`config.mk`:
```
export PLATFORM = sky130hd
export DESIGN_NAME = maskable_interrupt_control
export DESIGN_NICKNAME = d
export VERILOG_FILES = /design/src/core/irq_ctrl_pkg.sv /design/src/core/irq_pin_if.sv /design/src/core/irq_edge_detect.sv /design/src/core/maskable_interrupt_control.sv
export SDC_FILE = /design/constraint.sdc
export NUM_CORES = 1
export LEC_CHECK = 0
export BUFFER_PORTS_ARGS = -buffer_cell sky130_fd_sc_hd__buf_2
export CORE_ASPECT_RATIO = 0.9
export CORE_MARGIN = 1
export CORE_UTILIZATION = 30
export DETAILED_ROUTE_END_ITERATION = 7
export PLACE_DENSITY = 0.58
export SYNTH_ARGS = -nofsm -noshare
export SYNTH_HDL_FRONTEND = slang
export SYNTH_SLANG_ARGS = --single-unit
```
`constraint.sdc`:
```
create_clock -name sys_clk -period 3.47 [get_ports sys_clk]
set_clock_uncertainty 0.15 [all_clocks]
set_input_delay 0.5205 -clock sys_clk [delete_from_list [all_inputs] [get_ports sys_clk]]
set_output_delay 0.5205 -clock sys_clk [all_outputs]
set_load 0.01 [all_outputs]
```
`src/core/irq_ctrl_pkg.sv`:
```
// package: register map, reset values and types of the maskable irq control
//
// Behaviour
// RULE_01 - flag sets on source or software; clears on ack, software, reset
// RULE_02 - the request flag register takes single bit and whole byte writes
// RULE_03 - reset clears every request flag, register reads 00H
// RULE_04 - one mask bit per source, 0 permits, 1 blocks, bit or byte writes
// RULE_05 - reset sets every mask bit, register reads FFH
// RULE_06 - driving an irq pin as port output sets its flag; mask it first
// RULE_07 - two bit edge select per pin: 00 fall, 01 rise, 11 both, 10 banned
// RULE_08 - edge mode is byte written only, resets to 00H, spare bits zero
// RULE_09 - software masks, writes edge mode, clears flag, then unmasks
// RULE_10 - status word holds enable; byte, bit and on/off instruction access
// RULE_11 - reset loads the status word with 02H
// RULE_12 - eligible when flag 1 and mask 0; vectored only while enable is 1
// RULE_13 - servicing starts 9 to 19 cpu clocks after the request
// RULE_14 - worst latency comes with a request just before a bit test branch
// RULE_15 - simultaneous eligible requests taken highest fixed priority first
// RULE_16 - priority order: low voltage, pin a, pin b, timer match
// RULE_17 - a blocked request stays pending and is taken once conditions allow
// RULE_18 - ack pushes status word, then pc, clears enable, loads vector
// RULE_19 - a handler ends with the return from irq instruction
// RULE_20 - flag set before second to last clock: taken after that instruction
// RULE_21 - flag set in the last clock is taken after the next instruction
// RULE_22 - no ack while software accesses the request flag or mask register
// RULE_23 - after such an access, acceptance waits until next instruction ends
// RULE_24 - any unmasked source may nest once the handler sets enable again
// RULE_25 - pins synchronised before edge detection, one flag set per edge
package irq_ctrl_pkg;

   // register addresses on the cpu register port
   localparam logic [15:0] REQ_FLAG_ADDR   = 16'hFFE0;
   localparam logic [15:0] MASK_FLAG_ADDR  = 16'hFFE4;
   localparam logic [15:0] EDGE_MODE_ADDR  = 16'hFFEC;

   // values after reset
   localparam logic [7:0]  REQ_FLAG_RESET  = 8'h00;
   localparam logic [7:0]  MASK_FLAG_RESET = 8'hFF;
   localparam logic [7:0]  EDGE_MODE_RESET = 8'h00;
   localparam logic [7:0]  PSW_RESET       = 8'h02;

   // field layout
   localparam int          NUM_SRC         = 4;
   localparam int          SRC_LSB         = 1;
   localparam logic [7:0]  MASK_FIXED_ONES = 8'hE1;
   localparam logic [7:0]  EDGE_MODE_KEEP  = 8'h3C;
   localparam int          PIN_A_EDGE_LSB  = 2;
   localparam int          PIN_B_EDGE_LSB  = 4;
   localparam int          IE_BIT          = 7;
   localparam logic [7:0]  READ_UNMAPPED   = 8'h00;

   // source indices, lowest index is highest priority
   localparam int          SRC_LOW_VOLT    = 0;
   localparam int          SRC_PIN_A       = 1;
   localparam int          SRC_PIN_B       = 2;
   localparam int          SRC_TIMER       = 3;

   // vector table entry per source index
   localparam logic [NUM_SRC-1:0][15:0] VECTOR_TABLE =
      {16'h000C, 16'h000A, 16'h0008, 16'h0006};

   // edge select codes
   localparam logic [1:0]  EDGE_FALL       = 2'h0;
   localparam logic [1:0]  EDGE_RISE       = 2'h1;
   localparam logic [1:0]  EDGE_BANNED     = 2'h2;
   localparam logic [1:0]  EDGE_BOTH       = 2'h3;

   // latency window, cpu clocks from request to servicing
   localparam int          ACK_MIN_CLOCKS  = 9;
   localparam int          ACK_MAX_CLOCKS  = 19;

   typedef logic [1:0] edge_sel_t;

   typedef enum logic [2:0] {
      SEQ_IDLE,
      SEQ_PSW,
      SEQ_PC_HI,
      SEQ_PC_LO,
      SEQ_VECTOR
   } ack_seq_t;

endpackage

```
`src/core/irq_pin_if.sv`:
```
// interface between the controller and its external pin edge detector
`timescale 1ns/10ps
interface irq_pin_if;
   import irq_ctrl_pkg::*;

   logic      [1:0] pinLevel;
   edge_sel_t [1:0] edgeSel;
   logic      [1:0] edgePulse;

   modport ctrl (
      output pinLevel,
      output edgeSel,
      input  edgePulse
   );

   modport detect (
      input  pinLevel,
      input  edgeSel,
      output edgePulse
   );

endinterface

```
`src/core/irq_edge_detect.sv`:
```
// synchroniser and selectable edge detector for the two external irq pins
`timescale 1ns/10ps
module irq_edge_detect
   import irq_ctrl_pkg::*;
(
   input wire logic  sys_clk,
   input wire logic  rstn,
   irq_pin_if.detect pins
);

   typedef struct packed {
      logic [1:0] sync1;
      logic [1:0] sync2;
      logic [1:0] prev;
      logic [1:0] pulse;
   } edge_state_t;

   edge_state_t st;
   edge_state_t next_st;

   ////////////////////////////////////////////////////////////////////////////
   // sync1 feeds only sync2; edges are taken between sync2 and prev
   always_comb begin
      next_st       = st;
      next_st.sync1 = pins.pinLevel; // RULE_25
      next_st.sync2 = st.sync1; // RULE_25
      next_st.prev  = st.sync2;
      for (int i = 0; i < 2; i++) begin
         unique case (pins.edgeSel[i]) // RULE_07
            EDGE_FALL:   next_st.pulse[i] = st.prev[i] & ~st.sync2[i];
            EDGE_RISE:   next_st.pulse[i] = ~st.prev[i] & st.sync2[i];
            EDGE_BOTH:   next_st.pulse[i] = st.prev[i] ^ st.sync2[i];
            EDGE_BANNED: next_st.pulse[i] = 1'b0;
         endcase
      end
   end

   always_ff @(posedge sys_clk or negedge rstn) begin
      if (!rstn) begin
         st <= '0;
      end else begin
         st <= next_st;
      end
   end

   assign pins.edgePulse = st.pulse;

endmodule

```
`src/core/maskable_interrupt_control.sv`:
```
// maskable interrupt control: flags, masks, edge modes, status word, ack
`timescale 1ns/10ps
module maskable_interrupt_control
   import irq_ctrl_pkg::*;
(
   input  wire logic        sys_clk,
   input  wire logic        rstn,

   // request sources
   input  wire logic        lowVoltRequest,
   input  wire logic        timerMatchRequest,
   input  wire logic        altIrqPortPinA,
   input  wire logic        altIrqPortPinB,

   // register port of the cpu core
   input  wire logic [15:0] sfrAddr,
   input  wire logic        sfrRead,
   input  wire logic        sfrWrite,
   input  wire logic        sfrBitWrite,
   input  wire logic [2:0]  sfrBitIdx,
   input  wire logic        sfrBitVal,
   input  wire logic [7:0]  sfrWrData,
   output logic      [7:0]  sfrRdData,

   // status word access from the cpu core
   input  wire logic        pswWrite,
   input  wire logic        pswBitWrite,
   input  wire logic [2:0]  pswBitIdx,
   input  wire logic        pswBitVal,
   input  wire logic [7:0]  pswWrData,
   input  wire logic        irqOnInstruction,
   input  wire logic        irqOffInstruction,
   input  wire logic        returnFromIrqInstruction,
   input  wire logic [7:0]  retiPsw,
   output logic      [7:0]  programStatusWord,

   // instruction sequencer
   input  wire logic        instrEnd,
   input  wire logic [15:0] curPc,
   output logic             cpuHold,
   output logic             stackWrite,
   output logic      [7:0]  stackData,
   output logic             vectorLoad,
   output logic      [15:0] vectorAddr,
   output logic             wakeRequest
);

   ////////////////////////////////////////////////////////////////////////////
   // state

   typedef struct packed {
      logic [NUM_SRC-1:0] reqFlag;
      logic [NUM_SRC-1:0] mask;
      logic [7:0]         edgeMode;
      logic [7:0]         program_status_word;
      ack_seq_t           seq;
      logic [15:0]        savedPc;
      logic               accessSeen;
      logic [7:0]         rdData;
      logic               stackWrite;
      logic [7:0]         stackData;
      logic               vectorLoad;
      logic [15:0]        vectorAddr;
   } ctrl_state_t;

   localparam ctrl_state_t CTRL_RESET = '{
      reqFlag:    REQ_FLAG_RESET[SRC_LSB +: NUM_SRC],
      mask:       MASK_FLAG_RESET[SRC_LSB +: NUM_SRC],
      edgeMode:   EDGE_MODE_RESET,
      program_status_word:        PSW_RESET,
      seq:        SEQ_IDLE,
      savedPc:    16'h0000,
      accessSeen: 1'b0,
      rdData:     8'h00,
      stackWrite: 1'b0,
      stackData:  8'h00,
      vectorLoad: 1'b0,
      vectorAddr: 16'h0000
   };

   ctrl_state_t st;
   ctrl_state_t next_st;

   ////////////////////////////////////////////////////////////////////////////
   // external pin edge detection

   irq_pin_if pinBus ();

   assign pinBus.pinLevel   = {altIrqPortPinB, altIrqPortPinA}; // RULE_06
   assign pinBus.edgeSel[0] = st.edgeMode[PIN_A_EDGE_LSB +: 2];
   assign pinBus.edgeSel[1] = st.edgeMode[PIN_B_EDGE_LSB +: 2];

   irq_edge_detect edgeDetect (
      .sys_clk (sys_clk),
      .rstn    (rstn),
      .pins    (pinBus.detect)
   );

   ////////////////////////////////////////////////////////////////////////////
   // decode

   logic               selFlag;
   logic               selMask;
   logic               selEdge;
   logic               anyAccess;
   logic               flagMaskAccess;
   logic [NUM_SRC-1:0] hwSet;
   logic [7:0]         flagImage;
   logic [7:0]         maskImage;
   logic [7:0]         edgeImage;

   assign selFlag   = (sfrAddr == REQ_FLAG_ADDR);
   assign selMask   = (sfrAddr == MASK_FLAG_ADDR);
   assign selEdge   = (sfrAddr == EDGE_MODE_ADDR);
   assign anyAccess = sfrRead | sfrWrite | sfrBitWrite;

   // a read or write of the flag or mask register in this clock
   assign flagMaskAccess = anyAccess & (selFlag | selMask); // RULE_22

   always_comb begin
      hwSet               = '0;
      hwSet[SRC_LOW_VOLT] = lowVoltRequest; // RULE_01
      hwSet[SRC_PIN_A]    = pinBus.edgePulse[0]; // RULE_06
      hwSet[SRC_PIN_B]    = pinBus.edgePulse[1]; // RULE_06
      hwSet[SRC_TIMER]    = timerMatchRequest; // RULE_01
   end

   // byte images as software sees them
   always_comb begin
      flagImage = 8'h00;
      flagImage[SRC_LSB +: NUM_SRC] = st.reqFlag;
      maskImage = MASK_FIXED_ONES;
      maskImage[SRC_LSB +: NUM_SRC] = st.mask;
      edgeImage = st.edgeMode & EDGE_MODE_KEEP;
   end

   ////////////////////////////////////////////////////////////////////////////
   // eligibility and fixed priority

   logic [NUM_SRC-1:0] eligible;
   logic [1:0]         pick;
   logic               found;
   logic               blockAck;
   logic               acceptIrq;

   assign eligible = st.reqFlag & ~st.mask; // RULE_12

   always_comb begin
      pick  = 2'h0;
      found = 1'b0;
      for (int i = NUM_SRC - 1; i >= 0; i--) begin
         if (eligible[i]) begin
            pick  = 2'(i); // RULE_15 RULE_16
            found = 1'b1;
         end
      end
   end

   // the instruction that touched flag or mask may not end in an ack
   assign blockAck = flagMaskAccess | st.accessSeen; // RULE_22 RULE_23

   // flags are registered, so one set in the last clock of an instruction
   // is seen only at the end of the following one
   assign acceptIrq = (st.seq == SEQ_IDLE) & instrEnd // RULE_20 RULE_21
                    & st.program_status_word[IE_BIT] & found & ~blockAck; // RULE_12 RULE_17

   ////////////////////////////////////////////////////////////////////////////
   // next state

   always_comb begin
      logic [NUM_SRC-1:0] swSel;
      logic [NUM_SRC-1:0] swVal;
      logic [NUM_SRC-1:0] ackClr;
      logic [7:0]         edgeByte;

      swSel    = '0;
      swVal    = '0;
      ackClr   = '0;
      edgeByte = 8'h00;
      next_st  = st;

      next_st.stackWrite = 1'b0;
      next_st.vectorLoad = 1'b0;

      // register reads, answer one clock later
      if (sfrRead) begin
         if (selFlag) begin
            next_st.rdData = flagImage;
         end else if (selMask) begin
            next_st.rdData = maskImage;
         end else if (selEdge) begin
            next_st.rdData = edgeImage;
         end else begin
            next_st.rdData = READ_UNMAPPED;
         end
      end

      // software write pattern for flag and mask registers
      if (sfrWrite) begin
         swSel = '1; // RULE_02 RULE_04
         swVal = sfrWrData[SRC_LSB +: NUM_SRC];
      end else if (sfrBitWrite) begin
         for (int i = 0; i < NUM_SRC; i++) begin
            if (sfrBitIdx == 3'(i + SRC_LSB)) begin
               swSel[i] = 1'b1; // RULE_02 RULE_04
            end
         end
         swVal = {NUM_SRC{sfrBitVal}};
      end

      // edge mode takes byte writes only, spare bits held at zero
      if (sfrWrite && selEdge) begin
         edgeByte         = sfrWrData & EDGE_MODE_KEEP;
         next_st.edgeMode = edgeByte; // RULE_08
      end

      // mask register
      if (selMask) begin
         next_st.mask = (st.mask & ~swSel) | (swSel & swVal); // RULE_04
      end

      // status word: return, byte, bit, on and off instructions
      if (returnFromIrqInstruction) begin
         next_st.program_status_word = retiPsw; // RULE_19
      end
      if (pswWrite) begin
         next_st.program_status_word = pswWrData; // RULE_10
      end
      if (pswBitWrite) begin
         next_st.program_status_word[pswBitIdx] = pswBitVal; // RULE_10
      end
      if (irqOnInstruction) begin
         next_st.program_status_word[IE_BIT] = 1'b1; // RULE_10 RULE_24
      end
      if (irqOffInstruction) begin
         next_st.program_status_word[IE_BIT] = 1'b0; // RULE_10
      end

      // access seen during the running instruction
      if (instrEnd) begin
         next_st.accessSeen = 1'b0;
      end else begin
         next_st.accessSeen = st.accessSeen | flagMaskAccess; // RULE_23
      end

      // acknowledge sequence
      unique case (st.seq)
         SEQ_IDLE: begin
            if (acceptIrq) begin
               ackClr[pick]          = 1'b1; // RULE_01
               next_st.seq           = SEQ_PSW;
               next_st.stackWrite    = 1'b1; // RULE_18
               next_st.stackData     = st.program_status_word; // RULE_18
               next_st.program_status_word[IE_BIT]   = 1'b0; // RULE_18
               next_st.savedPc       = curPc;
               next_st.vectorAddr    = VECTOR_TABLE[pick]; // RULE_18
            end
         end
         SEQ_PSW: begin
            next_st.seq        = SEQ_PC_HI;
            next_st.stackWrite = 1'b1; // RULE_18
            next_st.stackData  = st.savedPc[15:8];
         end
         SEQ_PC_HI: begin
            next_st.seq        = SEQ_PC_LO;
            next_st.stackWrite = 1'b1; // RULE_18
            next_st.stackData  = st.savedPc[7:0];
         end
         SEQ_PC_LO: begin
            next_st.seq        = SEQ_VECTOR;
            next_st.vectorLoad = 1'b1; // RULE_18
         end
         SEQ_VECTOR: begin
            next_st.seq = SEQ_IDLE;
         end
         default: begin
            next_st.seq = SEQ_IDLE;
         end
      endcase

      // request flags: a source set wins over any clear in the same clock
      if (selFlag) begin
         next_st.reqFlag = (st.reqFlag & ~ackClr & ~(swSel & ~swVal))
                         | (swSel & swVal) | hwSet; // RULE_01 RULE_02
      end else begin
         next_st.reqFlag = (st.reqFlag & ~ackClr) | hwSet; // RULE_01 RULE_17
      end
   end

   ////////////////////////////////////////////////////////////////////////////
   // registers

   always_ff @(posedge sys_clk or negedge rstn) begin
      if (!rstn) begin
         st <= CTRL_RESET; // RULE_03 RULE_05 RULE_08 RULE_11
      end else begin
         st <= next_st;
      end
   end

   ////////////////////////////////////////////////////////////////////////////
   // outputs

   assign sfrRdData         = st.rdData;
   assign programStatusWord = st.program_status_word;
   assign cpuHold           = (st.seq != SEQ_IDLE); // RULE_13 RULE_14
   assign stackWrite        = st.stackWrite;
   assign stackData         = st.stackData;
   assign vectorLoad        = st.vectorLoad;
   assign vectorAddr        = st.vectorAddr;
   assign wakeRequest       = |eligible;

endmodule

```
==> metrics.md <==
| Metric | Value |
|---|---|
| Outcome | finished, final reports clean |
| Achievable Freq | 396 MHz |
| DRT met1 WL | 4.18 mm |
| Initial detailed-routing violation count | 83 |
| Kind of capture point of the worst setup path | flop |
| ANT cells | 0 |
| Data arrival at the endpoint of the critical path | 2590 ps |
| Number of antenna violations at the first check in global routing | 0 |
| Clk slew on worst S/H paths | 60 ps |
| Leading register cell type out of synthesis | dfrtp_1 |
| Buffers on Ports | 106 |
| Leading area contributor after synthesis | dfrtp_1 |
| HPWL after detailed placement | 6.64 mm |
| Pin count of the biggest net entering global routing | 68 |
| Post-synth design cell area | 0.00379 sq mm |
| Number of distinct standard cells referenced by the synthesized netlist | 41 |
| Worst hold slack across all endpoints | 51.2 ps |
| Final Util | 37.2% |
| CTS max path bufs | 2 |
| Number of H-tree levels | 3 |
| Post-synthesis to final-layout area growth | 19.6% |
| Total negative slack | 0 ps |
| Relative max-transition margin | 43.4% |
| Count of pins on the block boundary | 123 |
| Final net count | 538 |
| P_leak | 2.28 nW |
| CTS tree | built |
| Yosys synthesis warning count | 0 |
| Total grt overflow | 0 |
| Worst Slack Setup Final | 945 ps |
| RSZ-0062 raised after global routing | false |
| # hold bufs at CTS | 0 |
| Total routing usage reported by global routing | 14.1% |
| Required time reported for the critical path endpoint | 3530 ps |
| Sequential share of the synthesized area | 44.4% |
| Worst IR drop on VDD | 0.000273 V |
| Wire length of the first global-routing pass | 14.3 mm |
| Flops & latches, synth | 67 |
| Total Power | 0.00279 W |
| Top Metal Used | met4 |
| Pwr dens | 617 mW/mm^2 |
| CTS Buf Count | 9 |
| Final critical-path share of the clock period | 72.8% |
| Number of rows in the core area | 38 |
| Wire length per cell after detailed routing | 14.4 um |
| Largest driver fanout on the critical path | 27 |
| Starting utilization of the core area | 31.1% |
| Most instantiated library cell after synthesis | dfrtp_1 |
| Final setup vio count | 0 |
| Final hold violation count | 0 |
| Total length of routed met3 wires | 404 um |
| Die width | 120 um |
| Number of global-route vias before repair | 2804 |
| Kind of launch point of the worst setup path | flop |
| Commonest cells in the netlist | dfrtp_1 (62), buf_4 (40), nand2_1 (32), nor2_1 (32), mux2_2 (25) |
| Final RePlAce weighted congestion | 0.829 |
| CTS Root Cell | clkbuf_16 |
| Setup Fix Bufs, Post-CTS | 0 |
| Post-cts gate resize count | 0 |
| Cells after synthesis | 373 |
| Fraction of layout instances using a drive strength above 1 | 37.5% |
| Pin slew with the least headroom to its limit | 847 ps |
| Clock Sink Count | 67 |
| Class of the most critical setup path | flop to flop |
| Detailed-route wire length | 8.86 mm |
| Clock network latency to the later pin of the worst-skew pair | 330 ps |
| Max-cap viol count | 0 |
| Number of design rule violations left after detail routing | 0 |
| Placeable Area | 0.0122 sq mm |
| Mean post-synth cell area | 10.2 sq um |
| Remaining number of nets flagged by the antenna check after routing | 0 |
| Async set or reset register ratio after synthesis | 100% |
| Ratio of routed vias to standard cells | 4.69 |
| Worst setup slack before clock tree synthesis | 644 ps |
| Final Critical Period | 2530 ps |
| Count of vias placed by the detailed router | 2892 |
| Detailed Routing Iterations Pass 1 | 4 |
| Final max-slew violation count | 0 |
| Area contributors post-synth | dfrtp_1 (41%), buf_4 (7.9%), mux2_2 (7.4%) |
| Die H | 109 um |
| Classification of the worst-slack hold path | input pin to async pin |
| Proportion of netlist area held by the largest area contributor | 41.0% |
| Routed length on met2 | 4.10 mm |
| Area enclosed by the die boundary | 0.0131 sq mm |
| Number of enable-type register cells in the synthesized netlist | 0 |
[final cells by class]
type,instances,area [sq um]
tap,160,200
timing repair buffer,110,573
clock buffer,9,225
sequential,67,1680
inverter,18,67.6
multi-input combinational,245,1700
fill,1270,7640
clock inverter,7,76.3
[through the flow]
stage | area, sq um | cells
6_report | 4530 | 616
5_1_grt | 4530 | 616
4_1_cts | 4530 | 616
3_5_place_dp | 4230 | 600
3_3_place_gp | 4230 | 600
2_1_floorplan | 3830 | 385
[cell usage in the layout (no fill, tap or decap), types with 3 or more instances in the layout]
cell,count
or2_2,3
a211o_1,7
dfrtp_1,62
buf_4,3
nand3_1,5
a22oi_1,11
nand2_1,32
nor3_1,4
dfstp_2,5
buf_2,106
inv_1,18
ha_1,8
mux2i_1,12
mux2_4,10
nand2b_1,6
mux2_2,25
nor4bb_1,3
clkbuf_16,9
a31oi_1,4
nor2_1,32
nor2b_1,5
nor3b_1,4
o21ai_0,17
a21oi_1,18
conb_1,13
nand4_1,4
[critical path, stage by stage (launching register included)]
cell and delay, ps:
dfrtp_1 510, or3_1 450, nor3b_1 210, buf_4 210, and2_1 140, buf_4 340
mux2_2 380
[report_power, final]
part / total [W] / switching [W] / leakage, nW / internal, W
clock network: 0.000924 / 0.000363 / 0.142 / 0.000561
registers: 0.00110 / 0.000119 / 0.809 / 0.000982
logic: 0.000770 / 0.000394 / 1.33 / 0.000376
total: 0.00279 / 0.000875 / 2.28 / 0.00192
[kinds of logic (layout without fill, tap and decap cells)]
family | count (synthesis) | after routing | share of synthesized area (%)
other | 1 | 13 | 0.0990
DFF | 67 | 67 | 44.4
adders and majority gates | 8 | 8 | 2.64
AOI/OAI and AO/OA | 68 | 68 | 11.4
buffers and inverters | 73 | 144 | 11.8
muxes | 47 | 47 | 14.6
and+or+nand+nor | 109 | 109 | 15.1
[registers in the layout, indices dropped and copies added (netlist names), named ones only]
register and count:
edgeDetect.next_st 4, edgeDetect.pins.edgePulse 2, edgeDetect.st 2, edgeImage 4, flagImage 4, programStatusWord 8, sfrRdData 6, st 20
stackData 8, stackWrite 1, vectorAddr 3, vectorLoad 1
[path summary, 6_finish.rpt]
check                      cells after the start                               to                             from  slack (ps)
min reg2reg                                    0  edgeDetect.next_st[3]$_DFF_PN0_  edgeDetect.next_st[5]$_DFF_PN0_         200
min in group sys_clk                           1  edgeDetect.next_st[4]$_DFF_PN0_                   altIrqPortPinA         150
min                                            2  edgeDetect.next_st[5]$_DFF_PN0_                             rstn          50
max in group asynchronous                      2   programStatusWord[1]$_DFF_PN1_                             rstn        2770
max                                            6               st[37]$_DFFE_PN0P_               st[53]$_DFFE_PN0P_         940
max reg2reg                                    6               st[37]$_DFFE_PN0P_               st[53]$_DFFE_PN0P_         940
[metal layers]
layer / global-route usage, % / up-vias
li1: - / 1405
met1: 19.1 / 1399
met2: 22.0 / 74
met3: 2.51 / 14
met4: 6.35 / 0
met5: 0 / -
(Power assumes the default switching activity.)
